$ cat src/design/irc_pkg.sv
// Constants and carrier types for the infrared pulse codec
//
// Summary of operation
// - Encoder and decoder run on sys_clk; their counters advance only on cycles with the oversample tick.
// - Each falling edge of the UART transmit input that finds room in the 8-entry queue gives one infrared pulse, so a run of low bits gives only one.
// - After a falling edge of the UART transmit input the encoder waits 7 ticks before the pulse.
// - The infrared pulse stays high for exactly 3 ticks, then returns low.
// - A falling edge on the infrared receive input while no stretch is running starts a stretch of one bit time, 16 ticks.
// - Each received pulse that starts while no stretch is running drives the UART receive output low for one bit time, high otherwise.
// - There are no registers; a single enable input, off after reset, controls the block.
// - While disabled the infrared output is 0 and the UART receive output is 1.
package irc_pkg;
   localparam logic [3:0] IRC_TX_DELAY = 4'h7;
   localparam logic [3:0] IRC_TX_PULSE = 4'h3;
   localparam logic [4:0] IRC_BIT_TICKS = 5'h10;
   localparam int IRC_FIFO_DEPTH = 8;
   localparam int IRC_EDGE_W = 1;
   localparam logic IRC_ENABLE_RST = 1'b0;
   localparam logic IRC_TX_IDLE = 1'b0;
   localparam logic IRC_RX_IDLE = 1'b1;

   typedef enum logic [1:0] {
      IRC_TX_WAIT_E = 2'b00,
      IRC_TX_DELAY_E = 2'b01,
      IRC_TX_HIGH_E = 2'b10
   } irc_tx_state_e;

   // Synchroniser pair and edge register for one pin
   typedef struct packed {
      logic meta;
      logic sync;
      logic last;
   } irc_sync_s;
endpackage

$ cat src/design/irc_codec.sv
// Infrared pulse encoder and decoder between a UART and a transceiver
module irc_codec
   import irc_pkg::*;
(
   input wire logic sys_clk,
   input wire logic sys_rst,
   input wire logic codec_enable,
   input wire logic oversample_tick,
   input wire logic uart_tx_in,
   input wire logic ir_rx_in,
   output logic ir_tx_out,
   output logic uart_rx_out,
   output logic tx_overflow
);
   irc_sync_s tx_pin, next_tx_pin;
   irc_sync_s rx_pin, next_rx_pin;
   logic enable, next_enable;
   irc_tx_state_e tx_state, next_tx_state;
   logic [3:0] tx_cnt, next_tx_cnt;
   logic [4:0] rx_cnt, next_rx_cnt;
   logic rx_busy, next_rx_busy;
   logic ir_tx, next_ir_tx;
   logic uart_rx, next_uart_rx;
   logic ovf, next_ovf;
   logic tx_fall, rx_fall;
   logic fifo_in_ready, fifo_out_valid, fifo_pop;
   logic [IRC_EDGE_W-1:0] fifo_out_data;

   function automatic logic fall_of(input irc_sync_s p);
      fall_of = p.last && !p.sync;
   endfunction

   // Pin synchronisers, first stage read only by second
   always_comb begin
      next_tx_pin.meta = uart_tx_in;
      next_tx_pin.sync = tx_pin.meta;
      next_tx_pin.last = tx_pin.sync;
      next_rx_pin.meta = ir_rx_in;
      next_rx_pin.sync = rx_pin.meta;
      next_rx_pin.last = rx_pin.sync;
      next_enable = codec_enable;
      tx_fall = fall_of(tx_pin);
      rx_fall = fall_of(rx_pin);
   end

   always_ff @(posedge sys_clk) begin
      if (sys_rst) begin
         tx_pin <= '{meta: 1'b1, sync: 1'b1, last: 1'b1};
         rx_pin <= '{meta: 1'b1, sync: 1'b1, last: 1'b1};
         enable <= IRC_ENABLE_RST;
      end else begin
         tx_pin <= next_tx_pin;
         rx_pin <= next_rx_pin;
         enable <= next_enable;
      end
   end

   // Falling edges of the transmit line are queued until the encoder is free
   irc_fifo #(
      .WIDTH(IRC_EDGE_W),
      .DEPTH(IRC_FIFO_DEPTH)
   ) u_edge_fifo (
      .sys_clk(sys_clk),
      .sys_rst(sys_rst),
      .in_data(tx_fall),
      .in_valid(tx_fall && enable),
      .in_ready(fifo_in_ready),
      .out_data(fifo_out_data),
      .out_valid(fifo_out_valid),
      .out_ready(fifo_pop)
   );

   // Encoder: delay then fixed pulse, per falling edge
   always_comb begin
      next_tx_state = tx_state;
      next_tx_cnt = tx_cnt;
      next_ir_tx = IRC_TX_IDLE;
      fifo_pop = 1'b0;
      next_ovf = ovf | (tx_fall && enable && !fifo_in_ready);
      unique case (tx_state)
         IRC_TX_WAIT_E: begin
            if (fifo_out_valid && fifo_out_data[0]) begin
               fifo_pop = 1'b1;
               next_tx_cnt = '0;
               next_tx_state = IRC_TX_DELAY_E;
            end
         end
         IRC_TX_DELAY_E: begin
            if (oversample_tick) begin
               next_tx_cnt = 4'(tx_cnt + 1'b1);
               if (tx_cnt == IRC_TX_DELAY - 4'h1) begin
                  next_tx_cnt = '0;
                  next_tx_state = IRC_TX_HIGH_E;
               end
            end
         end
         IRC_TX_HIGH_E: begin
            next_ir_tx = 1'b1;
            if (oversample_tick) begin
               next_tx_cnt = 4'(tx_cnt + 1'b1);
               if (tx_cnt == IRC_TX_PULSE - 4'h1) begin
                  next_ir_tx = IRC_TX_IDLE;
                  next_tx_cnt = '0;
                  next_tx_state = IRC_TX_WAIT_E;
               end
            end
         end
         default: begin
            next_tx_state = IRC_TX_WAIT_E;
         end
      endcase
      if (!enable) begin
         next_tx_state = IRC_TX_WAIT_E;
         next_ir_tx = IRC_TX_IDLE;
         fifo_pop = fifo_out_valid;
         next_ovf = 1'b0;
      end
   end

   // Decoder: stretch each pulse that arrives while idle to one bit time
   always_comb begin
      next_rx_busy = rx_busy;
      next_rx_cnt = rx_cnt;
      next_uart_rx = uart_rx;
      if (!rx_busy) begin
         if (rx_fall) begin
            next_rx_busy = 1'b1;
            next_rx_cnt = '0;
            next_uart_rx = 1'b0;
         end
      end else if (oversample_tick) begin
         next_rx_cnt = 5'(rx_cnt + 1'b1);
         if (rx_cnt == IRC_BIT_TICKS - 5'h01) begin
            next_rx_busy = 1'b0;
            next_uart_rx = IRC_RX_IDLE;
         end
      end
      if (!enable) begin
         next_rx_busy = 1'b0;
         next_uart_rx = IRC_RX_IDLE;
      end
   end

   // Encoder and decoder registers
   always_ff @(posedge sys_clk) begin
      if (sys_rst) begin
         tx_state <= IRC_TX_WAIT_E;
         tx_cnt <= '0;
         ir_tx <= IRC_TX_IDLE;
         ovf <= 1'b0;
         rx_busy <= 1'b0;
         rx_cnt <= '0;
         uart_rx <= IRC_RX_IDLE;
      end else begin
         tx_state <= next_tx_state;
         tx_cnt <= next_tx_cnt;
         ir_tx <= next_ir_tx;
         ovf <= next_ovf;
         rx_busy <= next_rx_busy;
         rx_cnt <= next_rx_cnt;
         uart_rx <= next_uart_rx;
      end
   end

   assign ir_tx_out = ir_tx;
   assign uart_rx_out = uart_rx;
   assign tx_overflow = ovf;
endmodule

$ cat src/design/irc_fifo.sv
// Small flip-flop FIFO with valid and ready on both sides
module irc_fifo
   import irc_pkg::*;
#(
   parameter int WIDTH = 1,
   parameter int DEPTH = 8
) (
   input wire logic sys_clk,
   input wire logic sys_rst,
   input wire logic [WIDTH-1:0] in_data,
   input wire logic in_valid,
   output logic in_ready,
   output logic [WIDTH-1:0] out_data,
   output logic out_valid,
   input wire logic out_ready
);
   localparam int AW = $clog2(DEPTH);
   logic [WIDTH-1:0] mem [DEPTH];
   logic [AW-1:0] wr_ptr, rd_ptr, next_wr_ptr, next_rd_ptr;
   logic [AW:0] count, next_count;
   logic push, pop;

   // Pointer and fill level arithmetic
   always_comb begin
      push = in_valid && (count != DEPTH[AW:0]);
      pop = out_ready && (count != '0);
      next_wr_ptr = push ? AW'(wr_ptr + 1'b1) : wr_ptr;
      next_rd_ptr = pop ? AW'(rd_ptr + 1'b1) : rd_ptr;
      next_count = (AW+1)'(count + {{AW{1'b0}}, push} - {{AW{1'b0}}, pop});
   end

   // State registers and storage
   always_ff @(posedge sys_clk) begin
      if (sys_rst) begin
         wr_ptr <= '0;
         rd_ptr <= '0;
         count <= '0;
      end else begin
         wr_ptr <= next_wr_ptr;
         rd_ptr <= next_rd_ptr;
         count <= next_count;
      end
      if (push) begin
         mem[wr_ptr] <= in_data;
      end
   end

   assign in_ready = (count != DEPTH[AW:0]);
   assign out_valid = (count != '0);
   assign out_data = mem[rd_ptr];
endmodule

$ cat config.mk
export PLATFORM = sky130hd
export DESIGN_NAME = irc_codec
export DESIGN_NICKNAME = d
export VERILOG_FILES = /design/src/design/irc_pkg.sv /design/src/design/irc_codec.sv /design/src/design/irc_fifo.sv
export SDC_FILE = /design/constraint.sdc
export NUM_CORES = 1
export LEC_CHECK = 0
export ABC_AREA = 1
export ABC_CLOCK_PERIOD_IN_PS = 2900
export BUFFER_PORTS_ARGS = -buffer_cell sky130_fd_sc_hd__buf_2
export CORE_MARGIN = 10
export CORE_UTILIZATION = 45
export DETAILED_ROUTE_END_ITERATION = 8
export HOLD_SLACK_MARGIN = 0.06
export SYNTH_ARGS = -nofsm -noshare
export SYNTH_HDL_FRONTEND = slang
export SYNTH_HIERARCHICAL = 1
export SYNTH_SLANG_ARGS = --single-unit
$ cat constraint.sdc
create_clock -name sys_clk -period 2.9 [get_ports sys_clk]
set_input_delay 0.145 -clock sys_clk [delete_from_list [all_inputs] [get_ports sys_clk]]
set_output_delay 0.145 -clock sys_clk [all_outputs]
set_load 0.02 [all_outputs]
==> impl_results.md, run 1 <==
- Setup TNS: 0 ns
- Pin count of the biggest net entering global routing: 17
- Via density: 4.71
- Routed WL: 3740 µm
- First-pass DRT Iterations: 4
- CTS Buffer Depth: 2
- Share of the synthesized area in the top cell type: 33.0%
- Top cells by area, synth: dfxtp_1 (33%), edfxtp_1 (11%), nand2_1 (10%)
- Final setup viols: 0
- CTS root buffer: clkbuf_8
- Total Die Area: 7860 µm²
- Pwr/cell area: 757 nW/µm²
- Crit path time final: 2.37 ns
- Worst-path clk slew: 0.09 ns
- Syn Nets: 296
- Post-CTS setup buffers: 0
- IO Pins: 9
- Simple-Gate Fraction of Synth Area: between 30% and 40%
- IO Port Bufs: 8
- CP Data Arrival Time: 2.56 ns
- Max-Slew Margin vs Limit: 69.2%
- Total gr overflow: 0
- Fin. Hold Viols: 0
- Maximum VDD drop: 0.534 mV
- Crit path kind: reg2reg
- Floorplan Core Area: 4470 µm²
- Post-synth top area cell: dfxtp_1
- Post-cts resize count: 0
- DIE WIDTH: between 80 and 90 µm
- H-tree depth: 2
- Synth Area in Compound Gates: 5.37%
- Final Slew Violations: 0
- GPL Wtd Cong: 0.792
- Area delta synth->final: 11.6%
- Leakage power: 1.12 nW
- Max Clock Skew: ~0.0091 ns
- Worst-Skew Late Latency: slightly below 0.3 ns
- Hold_sp: oversample_tick
- RSZ-0062 raised after global routing: no
- Most common cell after layout, fill and taps aside: nand2_1
- Fmax: 421 MHz
- Initial Util: 47.4%
- Yosys cell types: 29
- Fin nets: between 300 and 400
- First-pass GRT wire length: roughly 6700 µm
- CTS Buf Count: 5
- Wire per inst: roughly 11 µm
- Clk sinks: 43
- Avg Cell Area, Syn: 7.72 µm²
- Placement row count: 24
- Filler instances: around 440
- GRT Util Overall: 10.5%
- Least-Margin Pin Slew: 0.460 ns
- Vias in the first global route: approximately 1600
- Adder-cell area share of the yosys netlist: 9.20%
- HPWL after detailed placement: 2890 µm
- Hold WC Path Type: in2reg
- Vias: 1629
- CP required: 3.08 ns
- Register area: 941 µm²
- # diodes: 0
- Post-DRT Antenna Nets: 0
- Sequential area share after synthesis: 44.3%
- Final Cycle Share: 81.8%
- Drt initial violations: 85
- CTS tree: done
- Most frequent cells in the layout: nand2_1 (58), inv_1 (49), nor2_1 (45), dfxtp_1 (35), nand3_1 (16)
- Multi-input gate area: a little under 1000 µm²
- Outcome: finished, final reports clean
- Cells after synthesis: 275
- Crit. End Element: flop
- XOR/XNOR Fraction of Synth Area: 0.825%
- Share of layout cells above drive strength 1: 13.3%
- Worst-path fanout max: 5
- Startpoint types: flop
- Initial antenna violation count: 0
- Synth Warn #: 6
- Final std cells w/o fill: 346
- Flops & latches, synth: 43
- Max_cap viols: 0
- Placed insts: 335
- Post-Syn Area: 2120 µm²
- Hold buffer count at cts: 3
- Mux contribution to synthesized area: 0%
- Largest family of logic cells by synthesized area: simple AND/OR/NAND/NOR gates
- Number of remaining DRC errors: 0
- Die Ht: 88.7 µm
==> logic make-up (layout without fill, tap and decap cells) <==
| logic type | after synthesis | in the layout |
|---|---|---|
| flip-flops | 43 | 43 |
| adder cells (fa/ha/maj) | 15 | 15 |
| buffers and inverters | 51 | 70 |
| XOR/XNOR | 2 | 2 |
| AND/OR/NAND/NOR | 145 | 145 |
| AO/OA/AOI/OAI | 19 | 19 |
==> synthesized netlist by cell type <==
| master | n |
|---|---|
| nand2_1 | 58 |
| inv_1 | 49 |
| nor2_1 | 45 |
| dfxtp_1 | 35 |
| nand3_1 | 16 |
| ha_1 | 14 |
| a21oi_1 | 10 |
| edfxtp_1 | 8 |
| nand2_2 | 7 |
| or2_2 | 6 |
| o21ai_0 | 4 |
| nand3b_1 | 3 |
| nand4_1 | 2 |
| nor2_4 | 2 |
| nor3_1 | 2 |
| a21boi_1 | 1 |
| a21boi_2 | 1 |
| clkbuf_1 | 1 |
| fa_1 | 1 |
| inv_2 | 1 |
| nand2_4 | 1 |
| nand3_2 | 1 |
| nand3b_4 | 1 |
| nor2_2 | 1 |
| o211ai_1 | 1 |
| o21bai_2 | 1 |
| o22ai_1 | 1 |
| xnor2_1 | 1 |
| xor2_1 | 1 |
==> sequential cells by signal (all words and copies together) (netlist names), named ones only <==
name                cells
tx_cnt                  4
tx_pin                  1
u_edge_fifo/mem         8
next_rx_pin             2
ir_tx_out               1
rx_cnt                  5
rx_busy                 1
rx_pin                  1
tx_state                2
u_edge_fifo/rd_ptr      3
uart_rx_out             1
u_edge_fifo/wr_ptr      3
u_edge_fifo/count       4
enable                  1
next_tx_pin             2
tx_overflow             1
==> area by class of cell <==
type                       instances  area share [%]
clock inverter                     2           0.581
clock buffer                       6            3.96
inverter                          50            7.92
multi-input combinational        181            41.8
sequential                        43            39.7
timing repair buffer              12            3.28
tap                               52            2.75
==> stage by stage <==
step           setup WS, ns  cell area, µm²  hold WS (ns)  utilization, %  total power [mW]
2_1_floorplan         0.754            2120         0.216               -              1.25
3_3_place_gp          0.653            2230         0.328            49.9              1.36
3_5_place_dp          0.539            2230         0.330            49.9              1.37
4_1_cts               0.526            2370         0.178            52.9              1.81
5_1_grt               0.205            2370         0.213            52.9              1.96
6_report              0.528            2370         0.190            52.9              1.79
==> per-layer routing <==
metal	share of wire [%]	routed length [µm]	up-vias	GRT usage, %
met4	0.96	36	0	2.64
met2	44	1640	24	17.4
li1	-	-	880	-
met3	2.6	96	4	3.03
met5	0	0	-	0
met1	52	1960	721	13.0
==> power by group <==
part           total (mW)  internal (mW)  switching [mW]
Sequential          0.711          0.669          0.0426
Clock               0.436          0.222           0.214
Combinational       0.646          0.246           0.400
Total                1.79           1.14           0.657
==> critical path, stage by stage (launching register included) <==
cell and delay, ns:
dfxtp_1 0.39, inv_1 0.10, nand2_1 0.07, nand3_1 0.06, nand2_1 0.07, nand2_1 0.05
nand2_1 0.07, nand3_1 0.10, nand2_1 0.15, a21boi_1 0.28, nand2_1 0.16, nand2_1 0.10
ha_1 0.17, fa_1 0.41, inv_1 0.06, nor2_1 0.03
==> final timing paths <==
kind	endpoint	slack, ns	cells after the start
setup / recovery	u_edge_fifo/count[1]	0.53	15
hold / removal	ir_tx_out	0.19	4
setup reg to reg	u_edge_fifo/count[1]	0.53	15
hold reg to reg	next_rx_pin[0]	0.42	1
No activity file was read; power rests on OpenSTA's default activity.
==> inputs of run 2 (changes only) <==
ABC_AREA = 0   (was 1)
ABC_CLOCK_PERIOD_IN_PS = 2100   (was 2900)
clock period = 2.1 ns   (was 2.9 ns; I/O delays follow)
==> impl_results.md, run 2 <==
- Most frequent cells in the layout: dfxtp_1 (34), nor2_1 (17), buf_4 (17), inv_1 (12), ha_1 (12)
- Mux contribution to synthesized area: 7.74% (+7.7 points)
- DP Worst Slack: -0.360 ns (-0.900 ns)
- Switching Power: 0.727 mW (+11%)
- # diodes: 0 (unchanged)
- Finished Core Util: 55.8% (+2.9 points)
- Simple-Gate Fraction of Synth Area: 20.3% (-11 points)
- GRT Util Overall: 10.9% (+0.41 points)
- Crit path kind: reg2reg
- Share of the synthesized area in the top cell type: 34.1% (+1.1 points)
- Multi-input gate area: 1100 µm² (+12%)
- Pwr/cell area: 993 nW/µm² (+31%)
- Fin. Hold Viols: 0 (unchanged)
- IO Port Bufs: 8 (unchanged)
- Placement row count: 24 (unchanged)
- CTS Buf Count: 5 (unchanged)
- Max reg flops: 8 (unchanged)
- Synth Area in Compound Gates: 11.2% (+5.8 points)
- Yosys cell types: 44 (+52%)
- Syn Nets: 223 (-25%)
- R2R Setup Slk: -0.28 ns (-0.81 ns)
- Int Power: 1.70 mW (+50%)
- Via density: 5.36 (+14%)
- Final Slew Violations: 0 (unchanged)
- Most common cell after layout, fill and taps aside: dfxtp_1
- Most instantiated library cell after synthesis: dfxtp_1
- Die Ht: 87.5 µm (-1.3%)
- Number of remaining DRC errors: 0 (unchanged)
- Crit path time final: 2.38 ns (+0.00943 ns)
- Flops & latches, synth: 43 (unchanged)
- Sequential area share after synthesis: 45.8% (+1.5 points)
- Outcome: finished, violations left
- Crit. End Element: flop
- Fin nets: 251 (-20%)
- Post-DRT Antenna Nets: 0 (unchanged)
- Worst-Skew Late Latency: 0.29 ns (about the same)
- Biggest regs: u_edge_fifo/mem: 8 flops, rx_cnt: 5 flops
- Vias in the first global route: 1534 (-3.5%)
- Worst-path clk slew: 0.08 ns (about the same)
- Final setup viols: 3 (+3)
- H-tree depth: 2 (unchanged)
- Total gr overflow: 0 (unchanged)
- Final Cycle Share: 113% (+32 points)
- Hold WC Path Type: in2reg
- CP required: 2.33 ns (-0.75 ns)
- Share of layout cells above drive strength 1: 28.6% (+15 points)
- Commonest cells post-synth: dfxtp_1 (35), nor2_1 (17), ha_1 (14)
- Floorplan Core Area: 4380 µm² (-2.0%)
- Clk pwr share: 21.8% (-2.5 points)
- Register bank with the most flops: u_edge_fifo/mem
- Tot Pwr: 2.43 mW (+35%)
- Adder-cell area share of the yosys netlist: 9.51% (+0.31 points)
- Share of synthesized registers carrying an async set or reset: 0% (unchanged)
- Max-Slew Margin vs Limit: 57.8% (-11 points)
- Area delta synth->final: 19.1%
- DIE WIDTH: 87.5 µm (-1.3%)
- Synth Warn #: 6 (unchanged)
- Routed WL: 3790 µm (+1.5%)
- Filler instances: 391 (-10%)
- Least-Margin Pin Slew: 0.632 ns (+0.172 ns)
- Flop pwr share: 39.1% (-0.5 points)
- Failing checks: negative setup slack
- Worst-path fanout max: 3 (-2)
- Share of power burned in combinational logic: 39.1% (+3.1 points)
- Max Clock Skew: 0.00879 ns (-0.000311 ns)
- First-pass DRT Iterations: 4 (unchanged)
- Startpoint types: flop
- First-pass GRT wire length: 6780 µm (+1.9%)
- Top cells by area, synth: dfxtp_1 (34%), edfxtp_1 (12%), ha_1 (8.5%)
- IO Pins: 9 (unchanged)
- CTS Buffer Depth: 2 (unchanged)
- CTS root buffer: clkbuf_8
- Avg Cell Area, Syn: 10.2 µm² (+32%)
- Switch share: 29.9% (-6.7 points)
- Leakage power: 0.937 nW (-16%)
- Setup WS post-layout: -0.282 ns (-0.809 ns)
- Post-Syn Area: 2050 µm² (-3.2%)
- Clk sinks: 43 (unchanged)
- HPWL after detailed placement: 2810 µm (-2.5%)
- Initial antenna violation count: 0 (unchanged)
- Pin count of the biggest net entering global routing: 21 (+4)
- Vias: 1517 (-6.9%)
- Register area: 942 µm² (+0.13%)
- Primary FF master, synth: dfxtp_1
- Total Die Area: 7660 µm² (-2.5%)
- RSZ-0062 raised after global routing: yes
- Max_cap viols: 0 (unchanged)
- Initial Util: 46.8% (-0.60 points)
- XOR/XNOR Fraction of Synth Area: 1.71% (+0.88 points)
- Setup TNS: -0.711 ns (-0.711 ns)
- Maximum VDD drop: 0.520 mV (-2.6%)
- Cells after synthesis: 202 (-27%)
- Post-synth top area cell: dfxtp_1
- CP Data Arrival Time: 2.61 ns (+0.05 ns)
- Cell area after layout: 2450 µm² (+3.3%)
- Drt initial violations: 52 (-39%)
- Post-synth EDFFs: 8 (unchanged)
- Fmax: 420 MHz (-0.40%)
- Wire per inst: 13.4 µm (+24%)
- Area after DPL: 2260 µm² (+1.1%)
- Largest family of logic cells by synthesized area: simple AND/OR/NAND/NOR gates
- CTS tree: done
- GPL Wtd Cong: 0.768 (-3.0%)
==> run 2: cell types whose count changed after synthesis, moves of 5 or more <==
cell	delta
nand2_1	-47
inv_1	-37
nor2_1	-28
nor2b_1	+12
nand2b_1	+9
nand3_1	-9
nand2_2	-7
mux2i_1	+5
nor3_1	+5
==> run 2: final timing paths <==
path,start,end,cells after the start
setup / recovery,flop,u_edge_fifo/count[1],9
setup reg to reg,flop,u_edge_fifo/count[1],9
hold reg to reg,next_tx_pin[1],next_tx_pin[0],1
hold / removal,oversample_tick,rx_busy,2
==> run 2: through the flow <==
step | hold slack [ns] | std cells
after floorplan | 0.209 | 202
after global placement | 0.288 | 270
after detailed placement | 0.292 | 270
after CTS | 0.149 | 281
after global routing | 0.181 | 283
final | 0.173 | 283
==> run 2: power groups by stage <==
stage          logic [mW]  registers, mW  clock network (mW)
2_1_floorplan       0.562          0.963                   0
3_3_place_gp        0.745          0.965                   0
3_5_place_dp        0.781          0.967                   0
4_1_cts             0.820          0.949               0.549
5_1_grt              1.07          0.957               0.578
6_report            0.950          0.949               0.530
==> run 2: cell families (layout without fill, tap and decap cells) <==
logic type / count (synthesis) / after routing
AND/OR/NAND/NOR: 79 / 79
flip-flops: 43 / 43
AO/OA/AOI/OAI: 30 / 30
buffers and inverters: 19 / 48
adder cells (fa/ha/maj): 15 / 15
multiplexers: 12 / 12
XOR/XNOR: 4 / 4
==> run 2: final cells by class <==
class,instances,share of cell area [%]
multi-input cells,140,45.2
clock buffers,7,3.53
clock inverters,1,0.205
well taps,52,2.66
repair buffers,28,8.08
flip-flops and latches,43,38.5
inverters,12,1.84
==> run 2: timing repair <==
item | in CTS | in global routing
resized for setup | 4 | 7
setup endpoints to repair | 3 | 6
pin swaps | 3 | 0
cloned | 0 | 0
hold endpoints to repair | 3 | 0
hold buffers | 3 | 0
setup buffers | 0 | 2
==> run 2: worst max-delay path, stage by stage, from the launching register on <==
cell and delay (ns):
dfxtp_2 0.35, mux4_2 0.49, mux2_4 0.29, nand2_2 0.06, a21boi_2 0.05, nor2b_4 0.14
xnor2_2 0.12, ha_2 0.19, fa_2 0.51, nor2b_1 0.11
==> run 2: per-layer routing <==
metal	track usage (%)	up-vias	wire (µm)
met5	0	-	0
met4	2.61	0	34
met3	3.81	4	149
met2	18.8	22	1910
met1	12.6	736	1700
li1	-	755	-
